$ cat src/verilog/usdp_consts.svh
// Address map, field positions, reset values and timing counts of the shadow data port.
`ifndef USDP_CONSTS_SVH
`define USDP_CONSTS_SVH

// ----------------------------------------
// Address map
// ----------------------------------------
`define USDP_SHADOW_BASE 32'h5000_1030
`define USDP_SHADOW_ALIAS11 32'h5000_105c
`define USDP_SHADOW_SPAN 32'h0000_0040
`define USDP_CTRL_ADDR 32'h5000_1080
`define USDP_STAT_ADDR 32'h5000_1084

// ----------------------------------------
// Fields and reset values
// ----------------------------------------
`define USDP_CTRL_FIFO_EN_BIT 0
`define USDP_CTRL_IR_MODE_BIT 1
`define USDP_STAT_AVAIL_BIT 0
`define USDP_STAT_OVERRUN_BIT 1
`define USDP_STAT_TX_HOLDING_EMPTY_BIT 5
`define USDP_STAT_TX_IDLE_BIT 6
`define USDP_DATA_RESET 8'h00
`define USDP_RESP_OKAY 2'b00
`define USDP_RESP_SLVERR 2'b10

// ----------------------------------------
// Timing
// ----------------------------------------
`define USDP_CLK_HZ 25000000
`define USDP_BAUD_BPS 115200
`define USDP_BIT_CYCLES (`USDP_CLK_HZ / `USDP_BAUD_BPS)
`define USDP_IR_PULSE_NUM 3
`define USDP_IR_PULSE_DEN 16
`define USDP_RX_DEPTH 8
`define USDP_TX_DEPTH 16

`endif

$ cat src/verilog/usdp_pkg.sv
// Types shared by the shadow data port modules.
package usdp_pkg;

    typedef enum logic [3:0] {
        USDP_LN_IDLE = 4'b0001,
        USDP_LN_START = 4'b0010,
        USDP_LN_DATA = 4'b0100,
        USDP_LN_STOP = 4'b1000
    } usdp_line_state_t;

    typedef struct packed {
        logic fifo_en;
        logic ir_mode;
        logic aw_held;
        logic [31:0] aw_addr;
        logic w_held;
        logic [7:0] w_data;
        logic w_strb0;
        logic bvalid;
        logic [1:0] bresp;
        logic rvalid;
        logic [1:0] rresp;
        logic [7:0] rdata;
        logic [7:0] rx_hold;
        logic rx_hold_valid;
        logic overrun;
        logic [7:0] tx_hold;
        logic tx_hold_valid;
        usdp_line_state_t tx_state;
        logic [15:0] tx_cnt;
        logic [2:0] tx_bit;
        logic [7:0] tx_shift;
        logic tx_line;
        logic tx_serial;
        logic tx_ir_n;
        usdp_line_state_t rx_state;
        logic [15:0] rx_cnt;
        logic [2:0] rx_bit;
        logic [7:0] rx_shift;
        logic sin_meta;
        logic sin_sync;
        logic ir_meta;
        logic ir_sync;
    } usdp_state_t;

endpackage

$ cat src/verilog/usdp_fifo.sv
// Synchronous first-in first-out buffer with valid and ready on both sides.
`timescale 1ns/1ps
module usdp_fifo #(
    parameter int WIDTH = 8,
    parameter int DEPTH = 8
) (
    input wire logic clk_sys_i,
    input wire logic sys_rst_i,
    input wire logic flush_i,
    input wire logic in_valid_i,
    output logic in_ready_o,
    input wire logic [WIDTH-1:0] in_data_i,
    output logic out_valid_o,
    input wire logic out_ready_i,
    output logic [WIDTH-1:0] out_data_o
);
    localparam int AW = $clog2(DEPTH);

    if (DEPTH < 2 || (1 << AW) != DEPTH || WIDTH < 1) begin : g_bad_cfg
        $error("usdp_fifo needs a power-of-two depth of at least two");
    end

    typedef struct packed {
        logic [DEPTH-1:0][WIDTH-1:0] mem;
        logic [AW-1:0] wp;
        logic [AW-1:0] rp;
        logic [AW:0] cnt;
    } usdp_fifo_state_t;

    usdp_fifo_state_t fifo_reg;
    usdp_fifo_state_t fifo_next;
    logic push;
    logic pop;

    assign in_ready_o = fifo_reg.cnt != (AW+1)'(DEPTH);
    assign out_valid_o = fifo_reg.cnt != '0;
    // The head word comes straight from a storage flip-flop, never from the input.
    assign out_data_o = fifo_reg.mem[fifo_reg.rp];

    always_comb begin
        fifo_next = fifo_reg;
        push = in_valid_i & in_ready_o;
        pop = out_ready_i & out_valid_o;
        if (push) begin
            fifo_next.mem[fifo_reg.wp] = in_data_i;
            fifo_next.wp = fifo_reg.wp + 1'b1;
        end
        if (pop) begin
            fifo_next.rp = fifo_reg.rp + 1'b1;
        end
        fifo_next.cnt = fifo_reg.cnt + (AW+1)'(push) - (AW+1)'(pop);
        if (flush_i) begin
            fifo_next.wp = '0;
            fifo_next.rp = '0;
            fifo_next.cnt = '0;
        end
    end

    always_ff @(posedge clk_sys_i) begin
        if (sys_rst_i) begin
            fifo_reg <= '0;
        end else begin
            fifo_reg <= fifo_next;
        end
    end

endmodule

$ cat src/verilog/usdp_top.sv
// Shadow receive and transmit data port of a serial UART, reached over AXI4-Lite.
//
// The AXI4-Lite interface to the registers was left to the implementer.
`timescale 1ns/1ps
`include "usdp_consts.svh"
module usdp_top import usdp_pkg::*; #(
    parameter int BIT_CYCLES = `USDP_BIT_CYCLES,
    parameter int RX_DEPTH = `USDP_RX_DEPTH,
    parameter int TX_DEPTH = `USDP_TX_DEPTH
) (
    input wire logic clk_sys_i,
    input wire logic sys_rst_i,
    input wire logic [31:0] s_axi_awaddr,
    input wire logic s_axi_awvalid,
    output logic s_axi_awready,
    input wire logic [31:0] s_axi_wdata,
    input wire logic [3:0] s_axi_wstrb,
    input wire logic s_axi_wvalid,
    output logic s_axi_wready,
    output logic [1:0] s_axi_bresp,
    output logic s_axi_bvalid,
    input wire logic s_axi_bready,
    input wire logic [31:0] s_axi_araddr,
    input wire logic s_axi_arvalid,
    output logic s_axi_arready,
    output logic [31:0] s_axi_rdata,
    output logic [1:0] s_axi_rresp,
    output logic s_axi_rvalid,
    input wire logic s_axi_rready,
    input wire logic rx_serial_i,
    input wire logic rx_infrared_i,
    output logic tx_serial_o,
    output logic tx_infrared_n_o
);
    // ----------------------------------------
    // Configuration checks and derived counts
    // ----------------------------------------
    if (BIT_CYCLES < 4 || BIT_CYCLES > 65535) begin : g_bad_bit
        $error("usdp_top needs a bit time of 4 to 65535 clocks");
    end
    localparam logic [15:0] BIT_M1 = 16'(BIT_CYCLES - 1);
    localparam logic [15:0] HALF_M1 = 16'((BIT_CYCLES / 2) - 1);
    localparam int PULSE_RAW = (BIT_CYCLES * `USDP_IR_PULSE_NUM) / `USDP_IR_PULSE_DEN;
    localparam int PULSE = (PULSE_RAW < 1) ? 1 : PULSE_RAW;
    localparam logic [15:0] PULSE_EDGE = 16'(BIT_CYCLES - PULSE);
    function automatic logic usdp_is_shadow(input logic [31:0] addr);
        logic [31:0] off;
        off = addr - `USDP_SHADOW_BASE;
        return (off < `USDP_SHADOW_SPAN) && (off[1:0] == 2'b00);
    endfunction
    // ----------------------------------------
    // State
    // ----------------------------------------
    usdp_state_t state_reg;
    usdp_state_t state_next;
    logic rx_push;
    logic rx_in_ready;
    logic rx_out_valid;
    logic rx_pop;
    logic [7:0] rx_out_data;
    logic tx_push;
    logic tx_in_ready;
    logic tx_out_valid;
    logic tx_pop;
    logic [7:0] tx_out_data;
    logic fifo_flush;

    // ----------------------------------------
    // Receive and transmit buffers
    // ----------------------------------------
    usdp_fifo #(.WIDTH(8), .DEPTH(RX_DEPTH)) u_rx_fifo (
        .clk_sys_i(clk_sys_i),
        .sys_rst_i(sys_rst_i),
        .flush_i(fifo_flush),
        .in_valid_i(rx_push),
        .in_ready_o(rx_in_ready),
        .in_data_i(state_reg.rx_shift),
        .out_valid_o(rx_out_valid),
        .out_ready_i(rx_pop),
        .out_data_o(rx_out_data)
    );
    usdp_fifo #(.WIDTH(8), .DEPTH(TX_DEPTH)) u_tx_fifo (
        .clk_sys_i(clk_sys_i),
        .sys_rst_i(sys_rst_i),
        .flush_i(fifo_flush),
        .in_valid_i(tx_push),
        .in_ready_o(tx_in_ready),
        .in_data_i(state_reg.w_data),
        .out_valid_o(tx_out_valid),
        .out_ready_i(tx_pop),
        .out_data_o(tx_out_data)
    );

    // ----------------------------------------
    // Bus handshakes and outputs
    // ----------------------------------------
    assign s_axi_awready = ~state_reg.aw_held & ~state_reg.bvalid;
    assign s_axi_wready = ~state_reg.w_held & ~state_reg.bvalid;
    assign s_axi_arready = ~state_reg.rvalid;
    assign s_axi_bvalid = state_reg.bvalid;
    assign s_axi_bresp = state_reg.bresp;
    assign s_axi_rvalid = state_reg.rvalid;
    assign s_axi_rresp = state_reg.rresp;
    assign s_axi_rdata = {24'h00_0000, state_reg.rdata};
    assign tx_serial_o = state_reg.tx_serial;
    assign tx_infrared_n_o = state_reg.tx_ir_n;
    // ----------------------------------------
    // Next-state logic
    // ----------------------------------------
    always_comb begin
        logic rx_line;
        logic rx_done;
        logic tx_holding_empty_flag;
        logic tx_src_valid;
        logic [7:0] tx_src_data;
        state_next = state_reg;
        rx_line = 1'b1;
        rx_done = 1'b0;
        tx_holding_empty_flag = 1'b0;
        tx_src_valid = 1'b0;
        tx_src_data = `USDP_DATA_RESET;
        rx_push = 1'b0;
        rx_pop = 1'b0;
        tx_push = 1'b0;
        tx_pop = 1'b0;
        fifo_flush = 1'b0;
        // Pin inputs pass two flip-flops before anything looks at them.
        state_next.sin_meta = rx_serial_i;
        state_next.sin_sync = state_reg.sin_meta;
        state_next.ir_meta = rx_infrared_i;
        state_next.ir_sync = state_reg.ir_meta;
        tx_holding_empty_flag = state_reg.fifo_en ? ~tx_out_valid : ~state_reg.tx_hold_valid;
        // Read channel.
        if (state_reg.rvalid && s_axi_rready) begin
            state_next.rvalid = 1'b0;
        end
        if (s_axi_arvalid && !state_reg.rvalid) begin
            state_next.rvalid = 1'b1;
            state_next.rresp = `USDP_RESP_OKAY;
            state_next.rdata = 8'h00;
            if (usdp_is_shadow(s_axi_araddr)) begin
                if (state_reg.fifo_en) begin
                    rx_pop = 1'b1;
                    state_next.rdata = rx_out_valid ? rx_out_data : 8'h00;
                end else begin
                    state_next.rdata = state_reg.rx_hold;
                    state_next.rx_hold_valid = 1'b0;
                end
            end else if (s_axi_araddr == `USDP_CTRL_ADDR) begin
                state_next.rdata[`USDP_CTRL_FIFO_EN_BIT] = state_reg.fifo_en;
                state_next.rdata[`USDP_CTRL_IR_MODE_BIT] = state_reg.ir_mode;
            end else if (s_axi_araddr == `USDP_STAT_ADDR) begin
                state_next.rdata[`USDP_STAT_AVAIL_BIT] =
                    state_reg.fifo_en ? rx_out_valid : state_reg.rx_hold_valid;
                state_next.rdata[`USDP_STAT_OVERRUN_BIT] = state_reg.overrun;
                state_next.rdata[`USDP_STAT_TX_HOLDING_EMPTY_BIT] = tx_holding_empty_flag;
                state_next.rdata[`USDP_STAT_TX_IDLE_BIT] =
                    tx_holding_empty_flag & (state_reg.tx_state == USDP_LN_IDLE);
                state_next.overrun = 1'b0;
            end else begin
                state_next.rresp = `USDP_RESP_SLVERR;
            end
        end
        // Transmitter; a write later in this process wins over the hand-off.
        tx_src_valid = state_reg.fifo_en ? tx_out_valid : state_reg.tx_hold_valid;
        tx_src_data = state_reg.fifo_en ? tx_out_data : state_reg.tx_hold;
        case (state_reg.tx_state)
            USDP_LN_IDLE: begin
                state_next.tx_line = 1'b1;
                if (tx_src_valid) begin
                    tx_pop = state_reg.fifo_en;
                    state_next.tx_hold_valid = 1'b0;
                    state_next.tx_shift = tx_src_data;
                    state_next.tx_cnt = BIT_M1;
                    state_next.tx_line = 1'b0;
                    state_next.tx_state = USDP_LN_START;
                end
            end
            USDP_LN_START: begin
                if (state_reg.tx_cnt == 16'h0000) begin
                    state_next.tx_cnt = BIT_M1;
                    state_next.tx_bit = 3'h0;
                    state_next.tx_line = state_reg.tx_shift[0];
                    state_next.tx_state = USDP_LN_DATA;
                end else begin
                    state_next.tx_cnt = state_reg.tx_cnt - 16'h0001;
                end
            end
            USDP_LN_DATA: begin
                if (state_reg.tx_cnt == 16'h0000) begin
                    state_next.tx_cnt = BIT_M1;
                    state_next.tx_shift = {1'b0, state_reg.tx_shift[7:1]};
                    state_next.tx_bit = state_reg.tx_bit + 3'h1;
                    if (state_reg.tx_bit == 3'h7) begin
                        state_next.tx_line = 1'b1;
                        state_next.tx_state = USDP_LN_STOP;
                    end else begin
                        state_next.tx_line = state_reg.tx_shift[1];
                    end
                end else begin
                    state_next.tx_cnt = state_reg.tx_cnt - 16'h0001;
                end
            end
            USDP_LN_STOP: begin
                if (state_reg.tx_cnt == 16'h0000) begin
                    state_next.tx_state = USDP_LN_IDLE;
                end else begin
                    state_next.tx_cnt = state_reg.tx_cnt - 16'h0001;
                end
            end
            default: begin
                state_next.tx_state = USDP_LN_IDLE;
                state_next.tx_line = 1'b1;
            end
        endcase
        state_next.tx_serial = state_next.ir_mode ? 1'b1 : state_next.tx_line;
        state_next.tx_ir_n = ~(state_next.ir_mode & ~state_next.tx_line &
            (state_next.tx_cnt >= PULSE_EDGE));
        // Write channel: address and data are taken in either order.
        if (state_reg.bvalid && s_axi_bready) begin
            state_next.bvalid = 1'b0;
        end
        if (s_axi_awvalid && s_axi_awready) begin
            state_next.aw_held = 1'b1;
            state_next.aw_addr = s_axi_awaddr;
        end
        if (s_axi_wvalid && s_axi_wready) begin
            state_next.w_held = 1'b1;
            state_next.w_data = s_axi_wdata[7:0];
            state_next.w_strb0 = s_axi_wstrb[0];
        end
        if (state_reg.aw_held && state_reg.w_held && !state_reg.bvalid) begin
            state_next.aw_held = 1'b0;
            state_next.w_held = 1'b0;
            state_next.bvalid = 1'b1;
            state_next.bresp = `USDP_RESP_OKAY;
            if (usdp_is_shadow(state_reg.aw_addr)) begin
                if (state_reg.w_strb0) begin
                    if (state_reg.fifo_en) begin
                        tx_push = 1'b1;
                    end else begin
                        state_next.tx_hold = state_reg.w_data;
                        state_next.tx_hold_valid = 1'b1;
                    end
                end
            end else if (state_reg.aw_addr == `USDP_CTRL_ADDR) begin
                if (state_reg.w_strb0) begin
                    state_next.fifo_en = state_reg.w_data[`USDP_CTRL_FIFO_EN_BIT];
                    state_next.ir_mode = state_reg.w_data[`USDP_CTRL_IR_MODE_BIT];
                    // Switching buffer mode discards stale characters of the old mode.
                    if (state_next.fifo_en != state_reg.fifo_en) begin
                        fifo_flush = 1'b1;
                        state_next.rx_hold_valid = 1'b0;
                        state_next.tx_hold_valid = 1'b0;
                    end
                end
            end else if (state_reg.aw_addr != `USDP_STAT_ADDR) begin
                state_next.bresp = `USDP_RESP_SLVERR;
            end
        end
        // Receiver samples mid-bit from the synchronised line.
        rx_line = state_reg.ir_mode ? state_reg.ir_sync : state_reg.sin_sync;
        case (state_reg.rx_state)
            USDP_LN_IDLE: begin
                if (!rx_line) begin
                    state_next.rx_cnt = HALF_M1;
                    state_next.rx_state = USDP_LN_START;
                end
            end
            USDP_LN_START: begin
                if (state_reg.rx_cnt == 16'h0000) begin
                    state_next.rx_cnt = BIT_M1;
                    state_next.rx_bit = 3'h0;
                    state_next.rx_state = rx_line ? USDP_LN_IDLE : USDP_LN_DATA;
                end else begin
                    state_next.rx_cnt = state_reg.rx_cnt - 16'h0001;
                end
            end
            USDP_LN_DATA: begin
                if (state_reg.rx_cnt == 16'h0000) begin
                    state_next.rx_cnt = BIT_M1;
                    state_next.rx_shift = {rx_line, state_reg.rx_shift[7:1]};
                    state_next.rx_bit = state_reg.rx_bit + 3'h1;
                    if (state_reg.rx_bit == 3'h7) begin
                        state_next.rx_state = USDP_LN_STOP;
                    end
                end else begin
                    state_next.rx_cnt = state_reg.rx_cnt - 16'h0001;
                end
            end
            USDP_LN_STOP: begin
                if (state_reg.rx_cnt == 16'h0000) begin
                    rx_done = rx_line;
                    state_next.rx_state = USDP_LN_IDLE;
                end else begin
                    state_next.rx_cnt = state_reg.rx_cnt - 16'h0001;
                end
            end
            default: begin
                state_next.rx_state = USDP_LN_IDLE;
            end
        endcase
        // A character that lands with a status read still raises overrun afterwards.
        if (rx_done && !fifo_flush) begin
            if (state_reg.fifo_en) begin
                rx_push = 1'b1;
                if (!rx_in_ready) begin
                    state_next.overrun = 1'b1;
                end
            end else begin
                if (state_next.rx_hold_valid) begin
                    state_next.overrun = 1'b1;
                end
                state_next.rx_hold = state_reg.rx_shift;
                state_next.rx_hold_valid = 1'b1;
            end
        end
    end

    // ----------------------------------------
    // State register
    // ----------------------------------------
    always_ff @(posedge clk_sys_i) begin
        if (sys_rst_i) begin
            state_reg <= '0;
            state_reg.tx_state <= USDP_LN_IDLE;
            state_reg.rx_state <= USDP_LN_IDLE;
            state_reg.tx_line <= 1'b1;
            state_reg.tx_serial <= 1'b1;
            state_reg.tx_ir_n <= 1'b1;
            state_reg.sin_meta <= 1'b1;
            state_reg.sin_sync <= 1'b1;
            state_reg.ir_meta <= 1'b1;
            state_reg.ir_sync <= 1'b1;
        end else begin
            state_reg <= state_next;
        end
    end
endmodule

$ cat config.mk
export PLATFORM = sky130hd
export DESIGN_NAME = usdp_top
export DESIGN_NICKNAME = d
export VERILOG_FILES = /design/src/verilog/usdp_pkg.sv /design/src/verilog/usdp_fifo.sv /design/src/verilog/usdp_top.sv
export VERILOG_INCLUDE_DIRS = /design/src /design/src/verilog
export SDC_FILE = /design/constraint.sdc
export NUM_CORES = 1
export LEC_CHECK = 0
export BUFFER_PORTS_ARGS = -buffer_cell sky130_fd_sc_hd__buf_4
export CORE_UTILIZATION = 50
export CTS_CLUSTER_DIAMETER = 150
export DETAILED_ROUTE_END_ITERATION = 8
export PLACE_DENSITY = 0.79
export SLEW_MARGIN = 30
export SYNTH_ARGS = -nofsm -noshare
export SYNTH_HDL_FRONTEND = slang
export SYNTH_SLANG_ARGS = --single-unit
$ cat constraint.sdc
create_clock -name clk_sys_i -period 3.3 [get_ports clk_sys_i]
set_input_delay 0.495 -clock clk_sys_i [delete_from_list [all_inputs] [get_ports clk_sys_i]]
set_output_delay 0.495 -clock clk_sys_i [all_outputs]
set_load 0.005 [all_outputs]
==> impl_metrics.tcl <==
set metrics [dict create \
    status "finished clean" \
    slew_headroom_pct 40.54 \
    clock_skew_ns 0.02534 \
    setup-tns-final_ns 0 \
    ys_seq_elements 360 \
    drcViolationCount 0 \
    num_rows 67 \
    yosys_warnings 0 \
    clk_pin_slew_ns 0.06 \
    crit_start "state_reg[57]" \
    cts_buffer_depth 3 \
    critPathMostFrequentCell "nor2_1" \
    fmax_mhz 316.4 \
    power_leakage_nw 8.535 \
    p_int_mw 7.296 \
    cp.required_ns 3.74 \
    cts_root_buffer "clkbuf_16" \
    p_per_area_nw_per_um2 483.6 \
    design.die.area_sq_um 35030 \
    end_kind "flip-flop" \
    stdcell_area_sq_um 19510 \
    yosysTopAreaCellShare_pct 42.05 \
    ys_top_cells_by_area "dfxtp_1 (42%), mux2i_1 (12%), mux4_2 (7.4%)" \
    rr_startpoint "state_reg[57]" \
    async_reset_ff_share_pct 0 \
    critPathMaxFanout 10 \
    grtUsageTotal_pct 22.63 \
    cts_made_buffers 39 \
    reg2reg_slack_ns 0.14 \
    die_w_um 187.2 \
    hold_viol_final 0 \
    finalMaxSlewViolations 0 \
    power_mw 9.434 \
    drtAntennaViolNets 0 \
    cts_tree "yes" \
    rsz0062_at_grt "true" \
    seq_power_share_pct 47.6 \
    avgViaCountPerCell 5.738 \
    core_sq_um 33620 \
    htree_num_levels 2 \
    crit_arrival_ns 3.60 \
    yosysMostFrequentCell "dfxtp_1" \
    max_cap_viol_count 0 \
    p_clk_share_pct 47.2 \
    hold-worst-slack_ns 0.1337 \
    area_growth_pct 13.81 \
    die_h_um 187.2 \
    hold_class "primary input to flip-flop" \
    setup_viol 0 \
    seq_area_frac_synth_pct 42.05 \
    avgRoutedWirePerCell_um 16.92 \
    antenna_found_initial 2 \
    clock_latency_ns 0.55 \
    synth_top_flop_cell "dfxtp_1" \
    num_vias 13627 \
    grt_pass1_wl_um 65910 \
    post-place-ws_ns -0.2953 \
    clkSinkCount 360 \
    cts_hold_buf 0 \
    drive_above_1_share_pct 17.34 \
    dpl_cell_area_sq_um 18170 \
    yosys.area.top_type "dfxtp_1" \
    portBuffers 98 \
    slowest_stage "nor4_1" \
    swShare_pct 22.66 \
    overflow 0 \
    path_class "flip-flop to flip-flop" \
    netlist_area_sq_um 17140 \
    ys_types 81 \
    fin_ws_ns 0.1397 \
    initialDrtViolationCount 999 \
    post_cts_buffers 0 \
    fill_cells 2767 \
    synth_commonest_cells "dfxtp_1 (360), nor2_1 (303), mux2i_1 (197), nand2_1 (189), a21oi_1 (116)" \
    grt_pass1_vias 13380 \
    syn-mean-instance-area_sq_um 9.265 \
    reg2reg_depth 11 \
    fin_nets 2034 \
    io_pins 152 \
    drt-pass1-iter-count 7 \
    ir_drop_mv 0.5579 \
    p_switching_mw 2.138 \
    largest_reg_flops 141 \
    r2r_end "tx_infrared_n_o" \
    path_cells "nor4_1 -> nand2_1 -> nor2_1 -> inv_1 -> ha_1 -> nor2_1 -> a21oi_1 -> a2bb2oi_1 -> nor4b_1 -> a211oi_1 -> o31ai_1" \
    period_share_pct 95.77 \
    start_kind "flip-flop" \
    syn_inst 1850 \
    synth_edf_count 0 \
    gp_congestion 0.8535 \
    cpPeakStageDelay_ns 0.59 \
    start_util_pct 50.99 \
    fin_crit_ns 3.160 \
    power_frac_comb_pct 5.3 \
    worst_slew_pin_slew_ns 0.8907 \
    grt_start_max_net_pins 156 \
    finalWirelength_um 40190 \
    hpwlAfterDp_um 26740 \
    crit_end "tx_infrared_n_o" \
]
[logic make-up (layout without fill, tap and decap cells)]
| family | Yosys count | in the layout | synth area share (%) |
|---|---|---|---|
| xor+xnor | 30 | 30 | 1.533 |
| compound gates | 259 | 259 | 9.687 |
| simple gates | 709 | 709 | 19.60 |
| mux | 265 | 265 | 19.65 |
| other cells | 1 | 27 | 0.02188 |
| buf+inv | 197 | 248 | 5.256 |
| fa+ha+maj | 29 | 29 | 2.205 |
| flops | 360 | 360 | 42.05 |
[worst min-delay path by stage]
stage | startpoint | end | depth (start not counted)
after floorplan | state_next[0] | state_reg[0] | 1
after CTS | s_axi_rready | s_axi_rvalid | 2
after global routing | s_axi_rready | s_axi_rvalid | 2
final | s_axi_rready | s_axi_rvalid | 2
after global placement | state_next[0] | state_reg[0] | 1
after detailed placement | state_next[0] | state_reg[0] | 1
[repair_timing]
action / in CTS / in global routing
setup endpoints to repair: 0 / 3
gates resized for setup: 0 / 1
endpoints found under the hold margin: 0 / 0
[layout make-up]
class / instances / area [sq um] / area share (%)
antenna: 1 / 2.502 / 0.01283
multi-input combinational: 1318 / 9156 / 46.94
sequential: 360 / 7208 / 36.95
clock buffer: 59 / 1172 / 6.010
inverter: 35 / 131.4 / 0.6735
timing repair buffer: 142 / 1124 / 5.760
clock inverter: 12 / 152.6 / 0.7825
tap: 448 / 560.5 / 2.873
[power by group through the flow]
stage          Combinational (mW)  Sequential (mW)  Clock, mW
2_1_floorplan               0.371             4.53          0
3_3_place_gp                0.480             4.58          0
3_5_place_dp                0.490             4.58          0
4_1_cts                     0.492             4.48       4.53
5_1_grt                     0.549             4.49       4.71
6_report                    0.496             4.49       4.45
[per-layer routing]
| metal | part of all wire (%) | vias up | global-route usage [%] | routed length (um) |
|---|---|---|---|---|
| met1 | 42 | 6533 | 27.38 | 16690 |
| met5 | 0.025 | - | 0 | 10 |
| met2 | 50 | 458 | 40.19 | 20090 |
| met4 | 2.7 | 2 | 8.796 | 1102 |
| met3 | 5.7 | 87 | 3.490 | 2303 |
| li1 | - | 6547 | - | - |
[stage by stage]
stage | util (%) | instances
finish | 58.03 | 2375
global route | 58.02 | 2374
CTS | 57.99 | 2374
detailed placement | 54.05 | 2303
global placement | 54.05 | 2303
floorplan | - | 1875
[critical path, delay by kind of cell, from the launching register on]
family                   cells  cell delay (ns)
AND/OR/NAND/NOR              5             1.60
adder cells (fa/ha/maj)      1             0.27
flip-flops                   1             0.36
AO/OA/AOI/OAI                4             0.77
buffers and inverters        1             0.07
[cell usage in the layout, fill, tap and decap left out, types with 10 or more instances in the layout]
master and n:
a211oi_1 14, a21oi_1 116, a31oi_1 11, and3_1 22, buf_4 137, clkbuf_16 40, clkbuf_8 10, conb_1 26
dfxtp_1 359, ha_1 27, inv_1 35, mux2_2 12, mux2i_1 197, mux4_2 56, nand2_1 188, nand3_1 25
nand3_2 15, nor2_1 303, nor2b_1 13, nor3_1 33, nor4_1 19, o21ai_0 30, or2_2 11, xnor2_1 17
xor2_1 12
No activity file was read; power rests on OpenSTA's default activity.
